$ cat src/common/emb_cfg.svh
// constants for the external memory bus port
`ifndef EMB_CFG_SVH
`define EMB_CFG_SVH
`define EMB_PHASES_PER_MC    4'd12
`define EMB_LAST_PHASE       4'd11
`define EMB_HALF_PHASE       4'd6
`define EMB_ALE_HIGH_SUBS    4'd2
`define EMB_ADDR_HOLD_SUBS   4'd3
`define EMB_STROBE_LO_SUBS   4'd5
`define EMB_RESET_MC         2
`define EMB_RESET_CYCLES     (`EMB_RESET_MC * 12)
`define EMB_OFS_LATCH        12'h000
`define EMB_OFS_FETCH        12'h004
`define EMB_OFS_REQ          12'h008
`define EMB_OFS_STAT         12'h00C
`define EMB_OFS_CODE         12'h010
`define EMB_OFS_PINS         12'h014
`define EMB_OFS_MODE         12'h018
`define EMB_IDX_ALE_CTRL     12'h08E
`define EMB_OFS_ALE_CTRL     (`EMB_IDX_ALE_CTRL * 4)
`define EMB_LATCH_RESET      32'hFFFF_FFFF
`define EMB_REQ_WRITE_BIT    24
`define EMB_REQ_INDIR_BIT    25
`define EMB_REQ_CMOVE_BIT    26
`define EMB_STAT_BUSY_BIT    8
`define EMB_STAT_DONE_BIT    9
`define EMB_ALE_DIS_BIT      0
`endif

$ cat src/common/emb_pkg.sv
// types for the external memory bus port
package emb_pkg;
    typedef enum logic [0:0] {CYC_NORMAL, CYC_DATA} emb_cyc_e;
    typedef struct packed {
        logic [7:0] out;
        logic [7:0] oe;
        logic [7:0] wpu;
    } emb_pins_s;
    typedef struct packed {
        logic       code_move;
        logic       indirect;
        logic       write;
        logic [7:0] wdata;
        logic [15:0] addr;
    } emb_req_s;
endpackage : emb_pkg

$ cat src/rtl/emb_port.sv
// external memory bus port with apb register slave
`timescale 1ns/1ps
`include "emb_cfg.svh"
module emb_port (
    input  wire logic              pclk,
    input  wire logic              presetn,
    input  wire logic              psel,
    input  wire logic              penable,
    input  wire logic              pwrite,
    input  wire logic [11:0]       paddr,
    input  wire logic [31:0]       pwdata,
    output logic [31:0]            prdata,
    output logic                   pready,
    output logic                   pslverr,
    input  wire logic              reset_pin,
    input  wire logic              external_fetch_select,
    input  wire logic              lock_programmed,
    input  wire logic [7:0]        p0_in,
    input  wire logic [7:0]        p1_in,
    input  wire logic [7:0]        p2_in,
    input  wire logic [7:0]        p3_in,
    output emb_pkg::emb_pins_s     p0_pins,
    output emb_pkg::emb_pins_s     p1_pins,
    output emb_pkg::emb_pins_s     p2_pins,
    output emb_pkg::emb_pins_s     p3_pins,
    output logic                   ale_out,
    output logic                   ale_oe,
    output logic                   ale_wpu,
    output logic                   program_fetch_strobe_n
);
    function automatic logic [2:0] reg_decode(input logic [11:0] a);
        logic [2:0] r;
        r = 3'd0;
        if (a == `EMB_OFS_LATCH) r = 3'd1;
        if (a == `EMB_OFS_FETCH) r = 3'd2;
        if (a == `EMB_OFS_REQ) r = 3'd3;
        if (a == `EMB_OFS_STAT) r = 3'd4;
        if (a == `EMB_OFS_CODE) r = 3'd5;
        if (a == `EMB_OFS_PINS) r = 3'd6;
        if (a == 12'(`EMB_OFS_ALE_CTRL)) r = 3'd7;
        if (a == `EMB_OFS_MODE) r = 3'd0;
        return r;
    endfunction : reg_decode

    // quasi-bidirectional pin: strong low, weak high
    function automatic emb_pkg::emb_pins_s quasi(input logic [7:0] l);
        emb_pkg::emb_pins_s p;
        p.out = l;
        p.oe  = ~l;
        p.wpu = l;
        return p;
    endfunction : quasi

    logic [34:0]        sync1_q;
    logic [34:0]        sync2_q;
    logic               rst_s;
    logic               efs_s;
    logic               lock_s;
    logic [31:0]        pins_s;
    logic [4:0]         rst_cnt_q;
    logic               int_rst;
    logic               efs_latch_q;
    logic               ext_exec_q;
    logic               ext_exec;
    logic               fetch_q;
    logic               ale_dis_eff_q;
    logic [3:0]         phase_q;
    logic               half;
    logic [3:0]         sub;
    emb_pkg::emb_cyc_e  cyc_q;
    emb_pkg::emb_req_s  req_q;
    logic               req_pend_q;
    logic               busy;
    logic [15:0]        pc_q;
    logic [7:0]         code_q;
    logic [7:0]         rdata_q;
    logic               done_q;
    logic [31:0]        latch_q;
    logic               ale_dis_q;
    logic               ale_block;
    logic               bus_active;
    logic               data_cyc;
    logic [2:0]         sel;
    logic               wr_en;
    logic [15:0]        addr;
    logic               wr_n;
    logic               rd_n;
    emb_pkg::emb_pins_s p0_d;
    emb_pkg::emb_pins_s p1_d;
    emb_pkg::emb_pins_s p2_d;
    emb_pkg::emb_pins_s p3_d;
    logic               ale_out_d;
    logic               ale_oe_d;
    logic               ale_wpu_d;
    logic               program_fetch_strobe_d;

    // every pin passes two flops before use
    always_ff @(posedge pclk or negedge presetn) begin
        if (!presetn) begin
            // idle pin levels, so no false strap or reset after release
            sync1_q <= 35'h2_FFFF_FFFF;
            sync2_q <= 35'h2_FFFF_FFFF;
        end else begin
            sync1_q <= {reset_pin, external_fetch_select, lock_programmed,
                        p3_in, p2_in, p1_in, p0_in};
            sync2_q <= sync1_q;
        end
    end
    assign rst_s  = sync2_q[34];
    assign efs_s  = sync2_q[33];
    assign lock_s = sync2_q[32];
    assign pins_s = sync2_q[31:0];

    always_ff @(posedge pclk or negedge presetn) begin
        if (!presetn) begin
            rst_cnt_q <= 5'h00;
        end else if (!rst_s) begin
            rst_cnt_q <= 5'h00;
        end else if (rst_cnt_q != 5'(`EMB_RESET_CYCLES)) begin
            rst_cnt_q <= rst_cnt_q + 5'h01;
        end
    end
    assign int_rst = rst_s && (rst_cnt_q == 5'(`EMB_RESET_CYCLES));

    always_ff @(posedge pclk or negedge presetn) begin
        if (!presetn) begin
            efs_latch_q <= 1'b1;
        end else if (rst_s) begin
            efs_latch_q <= efs_s;
        end
    end
    // select picks code source
    // source switches only at half ends so strobes stay whole
    always_ff @(posedge pclk or negedge presetn) begin
        if (!presetn) begin
            ext_exec_q <= 1'b0;
        end else if (sub == `EMB_STROBE_LO_SUBS) begin
            ext_exec_q <= lock_s ? ~efs_latch_q : ~efs_s;
        end
    end
    assign ext_exec = ext_exec_q;

    // machine cycle of twelve phases
    always_ff @(posedge pclk or negedge presetn) begin
        if (!presetn) begin
            phase_q <= 4'h0;
            cyc_q   <= emb_pkg::CYC_NORMAL;
        end else if (int_rst) begin
            phase_q <= 4'h0;
            cyc_q   <= emb_pkg::CYC_NORMAL;
        end else if (phase_q == `EMB_LAST_PHASE) begin
            phase_q <= 4'h0;
            cyc_q   <= req_pend_q ? emb_pkg::CYC_DATA : emb_pkg::CYC_NORMAL;
        end else begin
            phase_q <= phase_q + 4'h1;
        end
    end
    assign half = phase_q >= `EMB_HALF_PHASE;
    assign sub  = half ? phase_q - `EMB_HALF_PHASE : phase_q;
    assign data_cyc = cyc_q == emb_pkg::CYC_DATA;
    assign busy = req_pend_q || data_cyc;

    assign sel    = reg_decode(paddr);
    assign wr_en  = psel && penable && pwrite;
    assign pready = 1'b1;
    assign pslverr = psel && penable && (sel == 3'd0)
                     && (paddr != `EMB_OFS_MODE || pwrite);

    // request refused silently while one is in flight
    always_ff @(posedge pclk or negedge presetn) begin
        if (!presetn) begin
            req_pend_q <= 1'b0;
            req_q      <= '0;
        end else if (int_rst) begin
            req_pend_q <= 1'b0;
        end else if (wr_en && sel == 3'd3 && !busy) begin
            req_pend_q <= 1'b1;
            req_q      <= emb_pkg::emb_req_s'(pwdata[26:0]);
        end else if (phase_q == `EMB_LAST_PHASE) begin
            req_pend_q <= 1'b0;
        end
    end

    // software write of the address wins over increment
    always_ff @(posedge pclk or negedge presetn) begin
        if (!presetn) begin
            pc_q <= 16'h0000;
        end else if (int_rst) begin
            pc_q <= 16'h0000;
        end else if (wr_en && sel == 3'd2) begin
            pc_q <= pwdata[15:0];
        end else if (!data_cyc && ext_exec && sub == `EMB_STROBE_LO_SUBS) begin
            pc_q <= pc_q + 16'h0001;
        end
    end

    // code byte taken one cycle after strobe end
    // synced pins lag two cycles behind the strobed byte
    always_ff @(posedge pclk or negedge presetn) begin
        if (!presetn) begin
            fetch_q <= 1'b0;
            code_q  <= 8'h00;
        end else begin
            fetch_q <= !data_cyc && ext_exec
                       && sub == `EMB_STROBE_LO_SUBS;
            if (fetch_q) begin
                code_q <= pins_s[7:0];
            end
        end
    end

    always_ff @(posedge pclk or negedge presetn) begin
        if (!presetn) begin
            rdata_q <= 8'h00;
        end else if (data_cyc && !req_q.write && half
                     && sub == `EMB_STROBE_LO_SUBS - 4'h1) begin
            rdata_q <= pins_s[7:0];
        end
    end

    // set wins over a same-cycle clear
    always_ff @(posedge pclk or negedge presetn) begin
        if (!presetn) begin
            done_q <= 1'b0;
        end else if (int_rst) begin
            done_q <= 1'b0;
        end else if (data_cyc && phase_q == `EMB_LAST_PHASE) begin
            done_q <= 1'b1;
        end else if (wr_en && sel == 3'd4 && pwdata[`EMB_STAT_DONE_BIT]) begin
            done_q <= 1'b0;
        end
    end

    always_ff @(posedge pclk or negedge presetn) begin
        if (!presetn) begin
            latch_q <= `EMB_LATCH_RESET;
        end else if (int_rst) begin
            latch_q <= `EMB_LATCH_RESET;
        end else if (wr_en && sel == 3'd1) begin
            latch_q <= pwdata;
        end
    end

    always_ff @(posedge pclk or negedge presetn) begin
        if (!presetn) begin
            ale_dis_q <= 1'b0;
        end else if (int_rst) begin
            ale_dis_q <= 1'b0;
        end else if (wr_en && sel == 3'd7) begin
            ale_dis_q <= pwdata[`EMB_ALE_DIS_BIT];
        end
    end

    // disable acts at half ends only, never clips a pulse
    always_ff @(posedge pclk or negedge presetn) begin
        if (!presetn) begin
            ale_dis_eff_q <= 1'b0;
        end else if (int_rst) begin
            ale_dis_eff_q <= 1'b0;
        end else if (sub == `EMB_STROBE_LO_SUBS) begin
            ale_dis_eff_q <= ale_dis_q;
        end
    end

    // read data sampled in setup so prdata is a flop
    always_ff @(posedge pclk or negedge presetn) begin
        if (!presetn) begin
            prdata <= 32'h0000_0000;
        end else if (psel && !penable && !pwrite) begin
            case (sel)
                3'd1: prdata <= latch_q;
                3'd2: prdata <= {16'h0000, pc_q};
                3'd3: prdata <= {5'h00, req_q};
                3'd4: prdata <= {22'h00_0000, done_q, busy, rdata_q};
                3'd5: prdata <= {24'h00_0000, code_q};
                3'd6: prdata <= pins_s;
                3'd7: prdata <= {31'h0000_0000, ale_dis_q};
                default: prdata <= (paddr == `EMB_OFS_MODE)
                                   ? {30'h0000_0000, rst_s, ext_exec}
                                   : 32'h0000_0000;
            endcase
        end
    end

    // disable only in plain internal cycles
    assign ale_block = ale_dis_eff_q && !ext_exec && !data_cyc;
    assign bus_active = ext_exec || data_cyc;
    assign addr = data_cyc ? req_q.addr : pc_q;
    // strobes in second half of a data cycle
    assign wr_n = !(data_cyc && half && sub < `EMB_STROBE_LO_SUBS
                    && req_q.write);
    assign rd_n = !(data_cyc && half && sub < `EMB_STROBE_LO_SUBS
                    && !req_q.write && !req_q.code_move);

    always_comb begin
        ale_out_d = 1'b1;
        ale_oe_d  = 1'b1;
        ale_wpu_d = 1'b0;
        program_fetch_strobe_d    = 1'b1;
        p0_d      = quasi(latch_q[7:0]);
        p0_d.wpu  = 8'h00;
        p1_d      = quasi(latch_q[15:8]);
        p2_d      = quasi(latch_q[23:16]);
        p3_d      = quasi(latch_q[31:24]);
        if (rst_s) begin
            // pins forced while reset is high
            p0_d = '{out: 8'hFF, oe: 8'h00, wpu: 8'h00};
            p1_d = quasi(8'hFF);
            p2_d = quasi(8'hFF);
            p3_d = quasi(8'hFF);
        end else begin
            if (ale_block) begin
                ale_out_d = 1'b0;
                ale_oe_d  = 1'b0;
                ale_wpu_d = 1'b1;
            end else begin
                // two pulses, second dropped in data cycle
                ale_out_d = sub < `EMB_ALE_HIGH_SUBS && !(data_cyc && half);
            end
            // fetch strobe only for external code
            if (!data_cyc && ext_exec && sub >= `EMB_ADDR_HOLD_SUBS) begin
                program_fetch_strobe_d = 1'b0;
            end
            if (data_cyc && req_q.code_move && half
                && sub < `EMB_STROBE_LO_SUBS) begin
                program_fetch_strobe_d = 1'b0;
            end
            if (bus_active) begin
                if (sub < `EMB_ADDR_HOLD_SUBS && !(data_cyc && half)) begin
                    p0_d = '{out: addr[7:0], oe: 8'hFF, wpu: 8'h00};
                end else if (data_cyc && half && req_q.write) begin
                    p0_d = '{out: req_q.wdata, oe: 8'hFF, wpu: 8'h00};
                end else begin
                    p0_d = '{out: 8'h00, oe: 8'h00, wpu: 8'h00};
                end
                if (!(data_cyc && req_q.indirect)) begin
                    p2_d = '{out: addr[15:8], oe: 8'hFF, wpu: 8'h00};
                end
            end
            if (data_cyc) begin
                p3_d.out[7:6] = {rd_n, wr_n};
                p3_d.oe[7:6]  = 2'b11;
                p3_d.wpu[7:6] = 2'b00;
            end
        end
    end

    // pins registered so no glitches reach the bus
    always_ff @(posedge pclk or negedge presetn) begin
        if (!presetn) begin
            p0_pins <= '{out: 8'hFF, oe: 8'h00, wpu: 8'h00};
            p1_pins <= '{out: 8'hFF, oe: 8'h00, wpu: 8'hFF};
            p2_pins <= '{out: 8'hFF, oe: 8'h00, wpu: 8'hFF};
            p3_pins <= '{out: 8'hFF, oe: 8'h00, wpu: 8'hFF};
            ale_out <= 1'b1;
            ale_oe  <= 1'b1;
            ale_wpu <= 1'b0;
            program_fetch_strobe_n <= 1'b1;
        end else begin
            p0_pins <= p0_d;
            p1_pins <= p1_d;
            p2_pins <= p2_d;
            p3_pins <= p3_d;
            ale_out <= ale_out_d;
            ale_oe  <= ale_oe_d;
            ale_wpu <= ale_wpu_d;
            program_fetch_strobe_n <= program_fetch_strobe_d;
        end
    end

    a_ale_rate: assert property (@(posedge pclk)
        disable iff (!presetn || rst_s)
        (!data_cyc && phase_q == 4'h0 && !ale_block)
        |=> ale_out [*2] ##1 !ale_out [*4])
        else $error("latch strobe rate wrong");

    a_ale_skip: assert property (@(posedge pclk)
        disable iff (!presetn || rst_s)
        (data_cyc && phase_q == 4'h6) |=> !ale_out [*6])
        else $error("latch strobe not skipped");

    a_addr_hold: assert property (@(posedge pclk)
        disable iff (!presetn || rst_s)
        (bus_active && phase_q == 4'h1)
        |=> (p0_pins.oe == 8'hFF && ale_out)
        ##1 (p0_pins.oe == 8'hFF && !ale_out && $stable(p0_pins.out)))
        else $error("low address not held at strobe fall");

    a_program_fetch_strobe_idle: assert property (@(posedge pclk)
        disable iff (!presetn || rst_s)
        (!ext_exec && !data_cyc) |=> program_fetch_strobe_n)
        else $error("fetch strobe active in internal execution");

    a_program_fetch_strobe_skip: assert property (@(posedge pclk)
        disable iff (!presetn || rst_s)
        (data_cyc && phase_q == 4'h0 && !req_q.code_move)
        |=> program_fetch_strobe_n [*8] ##1 program_fetch_strobe_n [*4])
        else $error("fetch strobe not skipped in data cycle");

    a_strong_data: assert property (@(posedge pclk)
        disable iff (!presetn || rst_s)
        (data_cyc && req_q.write && half)
        |=> (p0_pins.oe == 8'hFF && p0_pins.out == $past(req_q.wdata)))
        else $error("write data not strongly driven");

    a_p2_latch: assert property (@(posedge pclk)
        disable iff (!presetn || rst_s)
        (data_cyc && req_q.indirect)
        |=> p2_pins.out == $past(latch_q[23:16]))
        else $error("high port lost latch in indirect access");

    a_wr_strobe: assert property (@(posedge pclk)
        disable iff (!presetn || rst_s)
        (data_cyc && req_q.write && phase_q == 4'h6)
        |=> !p3_pins.out[6] [*5] ##1 p3_pins.out[6])
        else $error("write strobe shape wrong");

    a_ale_off: assert property (@(posedge pclk)
        disable iff (!presetn || rst_s)
        ale_block |=> (!ale_oe && ale_wpu))
        else $error("disabled strobe still driven");

    a_rst_cancel: assert property (@(posedge pclk)
        disable iff (!presetn)
        int_rst |=> !ale_dis_q)
        else $error("reset left strobe disabled");

    a_rst_force: assert property (@(posedge pclk)
        disable iff (!presetn)
        rst_s |=> (p0_pins.oe == 8'h00 && p1_pins.wpu == 8'hFF))
        else $error("pins not forced during reset");
endmodule : emb_port

$ cat config.mk
export PLATFORM = sky130hd
export DESIGN_NAME = emb_port
export DESIGN_NICKNAME = d
export VERILOG_FILES = /design/src/common/emb_pkg.sv /design/src/rtl/emb_port.sv
export VERILOG_INCLUDE_DIRS = /design/src /design/src/common
export SDC_FILE = /design/constraint.sdc
export NUM_CORES = 1
export LEC_CHECK = 0
export BUFFER_PORTS_ARGS = -buffer_cell sky130_fd_sc_hd__buf_2
export CORE_AREA = 2 2 202 204
export CTS_BUF_LIST = sky130_fd_sc_hd__clkbuf_8
export CTS_CLUSTER_SIZE = 16
export DETAILED_ROUTE_END_ITERATION = 10
export DIE_AREA = 0 0 204 206
export GPL_TIMING_DRIVEN = 0
export SYNTH_ARGS = -nofsm -noshare
export SYNTH_HDL_FRONTEND = slang
export SYNTH_SLANG_ARGS = --single-unit
$ cat constraint.sdc
create_clock -name pclk -period 7.36 [get_ports pclk]
set_clock_uncertainty 0.05 [all_clocks]
set_input_delay 1.472 -clock pclk [delete_from_list [all_inputs] [get_ports pclk]]
set_output_delay 1.472 -clock pclk [all_outputs]
set_load 0.005 [all_outputs]
==> out/results.tsv <==
metric	value	unit
drive_gt1_share	41.16	%
dr.pass1.iters	6	
tritoncts	yes	
slew_viol_final	0	
ir_worst_vdd	0.1202	mV
grt_first_pass_wirelength	54.80	mm
gr-usage-met3	4.888	%
syn_avg_cell_area	11.58	µm²
routedWlPerCell	19.90	µm
dr_total_vias	8983	
place_hpwl	27.40	mm
async_flop_share	100.0	%
timing.rr.end	p0_pins[8]	
hold_class	reg -> reg	
critPathSlowestCell	nor4_1	
cap_viol_max_count	0	
finalHoldViolCount	0	
ys_seq_elements	288	
ioPinCount	218	
holdCritStartpoint	sync1_q[22]	
syn_inst	1020	
fmax	193.7	MHz
ctsHtreeMaxLevel	2	
initial_core_util	29.40	%
cts_root_buffer	clkbuf_8	
utilization	36.74	%
fin_crit	5.163	ns
rsz0062_at_grt	false	
worstPathCellList	buf_2 > or4_1 > buf_2 > nor4_1 > nand2_1 > o2111a_1 > buf_2	
clkSlewWorstSetupHoldPaths	0.06	ns
die_h	206	µm
clkSinkCount	288	
synthDistinctLibCells	64	
p_leak	6.678	nW
start_kind	input port	
grt.busiest_layer	met2	
end_kind	output pin	
clk-insertion-delay-late	0.63	ns
area_growth	24.96	%
grtUsageMet1	22.98	%
setup_viol	0	
place_congestion	0.9075	
worstPathArrival	3.64	ns
critical_path_class	in -> out	
powerDensity	243.3	nW/µm²
synthFlopType	dfstp_2	
cts.path.max_buffers	3	
worst_slew_pin_slew	1.224	ns
status	finished, final reports clean	
ys_warn_count	0	
synth-edff-count	0	
synth_top_cell_area_share	32.03	%
period_share	70.15	%
cts_buffers	50	
vias_per_cell	4.811	
die_w	204	µm
cts_setup_buffers	0	
synth_largest_area_cell	dfstp_2	
multi_input_area	3855	µm²
antenna_found_initial	12	
synth.top_cells.by_count	144 x dfrtp_1, 144 x dfstp_2, 113 x nand2_1, 64 x a21oi_1, 55 x mux2_2	
fin_tns_setup	0	ns
cp_common_cell	buf_2	
required	5.84	ns
p_total	3.592	mW
grt_usage	17.54	%
antenna_left	0	
cp_slowest_stage_delay	0.73	ns
seq_area	7387	µm²
nets	1378	
r2r_cells	7	
grt_max_degree	117	
core_area	40180	µm²
yosysSeqAreaShare	62.53	%
initialDrtViolationCount	739	
grt_overflow_total	0	
portBuffers	207	
holdPathStages	0	
r2r_start	phase_q[0]	
synth_area_leaders	dfstp_2 32%, dfrtp_1 31%, mux2_2 5.2%	
cts_hold_buf	0	
grtUsageMet2	26.76	%
reg2reg_slack	4.12	ns
cp_max_fo	7	
nFillCells	3979	
min_to	sync2_q[22]	
routed_wl	37.15	mm
rows	74	
syn_area	11810	µm²
dieArea	42020	µm²
drc_errors	0	
grt_pass1_vias	8758	
cts_resized	0	
slew_headroom	17.90	%
==> cell type report <==
class | count | area share (%)
antenna | 6 | 0.1017
buffer | 84 | 3.110
clock buffer | 66 | 6.153
clock inverter | 27 | 1.526
inverter | 39 | 0.9916
multi-input combinational | 616 | 26.11
sequential | 288 | 50.04
tap | 532 | 4.509
timing repair buffer | 209 | 7.458
==> stage by stage <==
stage	area (µm²)	std cells	hold slack, ns	setup slack, ns
2_1_floorplan	11840	1027	0.2812	2.899
3_3_place_gp	13540	1766	0.2848	-0.4566
3_5_place_dp	13610	1768	0.2873	2.236
4_1_cts	14750	1861	0.2937	2.226
5_1_grt	14760	1866	0.3018	2.109
6_report	14760	1867	0.2985	2.197
==> worst max-delay path by stage <==
stage,slack [ns],start,depth (start not counted),end
floorplan,2.90,paddr[7],5,pslverr
global placement,-0.46,presetn,1,prdata[2]
detailed placement,2.24,paddr[7],7,pslverr
CTS,2.23,paddr[7],7,pslverr
global route,2.11,paddr[7],7,pslverr
finish,2.20,paddr[7],7,pslverr
==> placed cells by master, fill, tap and decap left out, types with 10 or more instances in the layout <==
cell type,synthesis,layout
a211oi_1,11,11
a21oi_1,64,64
a221oi_1,23,23
a22oi_1,16,16
buf_2,13,219
buf_4,24,24
clkbuf_1,39,39
clkbuf_8,0,66
dfrtp_1,144,144
dfstp_2,144,144
inv_1,37,51
mux2_2,55,55
nand2_1,113,113
nand3_1,54,54
nand4_1,10,10
nor2_1,53,53
nor2b_1,12,12
o21ai_0,52,52
xnor2_1,10,10
==> sequential cells by signal, indices dropped and copies added, names as in the netlist, 4 cells and up <==
register,cells
code_q,8
latch_q,32
p0_pins,16
p1_pins,16
p2_pins,24
p3_pins,18
pc_q,16
phase_q,4
prdata,32
rdata_q,8
req_q,27
rst_cnt_q,5
sync1_q,35
sync2_q,35
==> metal layers <==
| layer | part of all wire [%] | wire length [µm] |
|---|---|---|
| met1 | 43 | 16090 |
| met2 | 45 | 16800 |
| met3 | 7.5 | 2792 |
| met4 | 3.8 | 1400 |
| met5 | 0.20 | 74 |
==> cell families (layout without fill, tap and decap cells) <==
family                     count (synthesis)  after routing  share of synthesized area (%)
AOI/OAI and AO/OA                        207            207                          11.32
DFF                                      288            288                          62.53
xor gates and xnor gates                  19             19                          1.409
other                                      2             15                        0.06357
buffers and inverters                    123            425                          5.126
adders and majority gates                  6              6                         0.6354
and+or+nand+nor                          311            311                          12.80
muxes                                     64             64                          6.111
==> power breakdown <==
part	internal (mW)	leakage [nW]	switching, mW	total (mW)
Combinational	0.100	2.63	0.144	0.244
Clock	0.944	0.630	0.686	1.63
Sequential	1.68	3.42	0.0403	1.72
Total	2.72	6.68	0.870	3.59
==> critical path, delay by kind of cell <==
family / cells / cell delay (ns)
AO/OA/AOI/OAI: 1 / 0.30
buffers and inverters: 3 / 0.39
AND/OR/NAND/NOR: 3 / 1.48
Power figures use the tool's default switching activity.
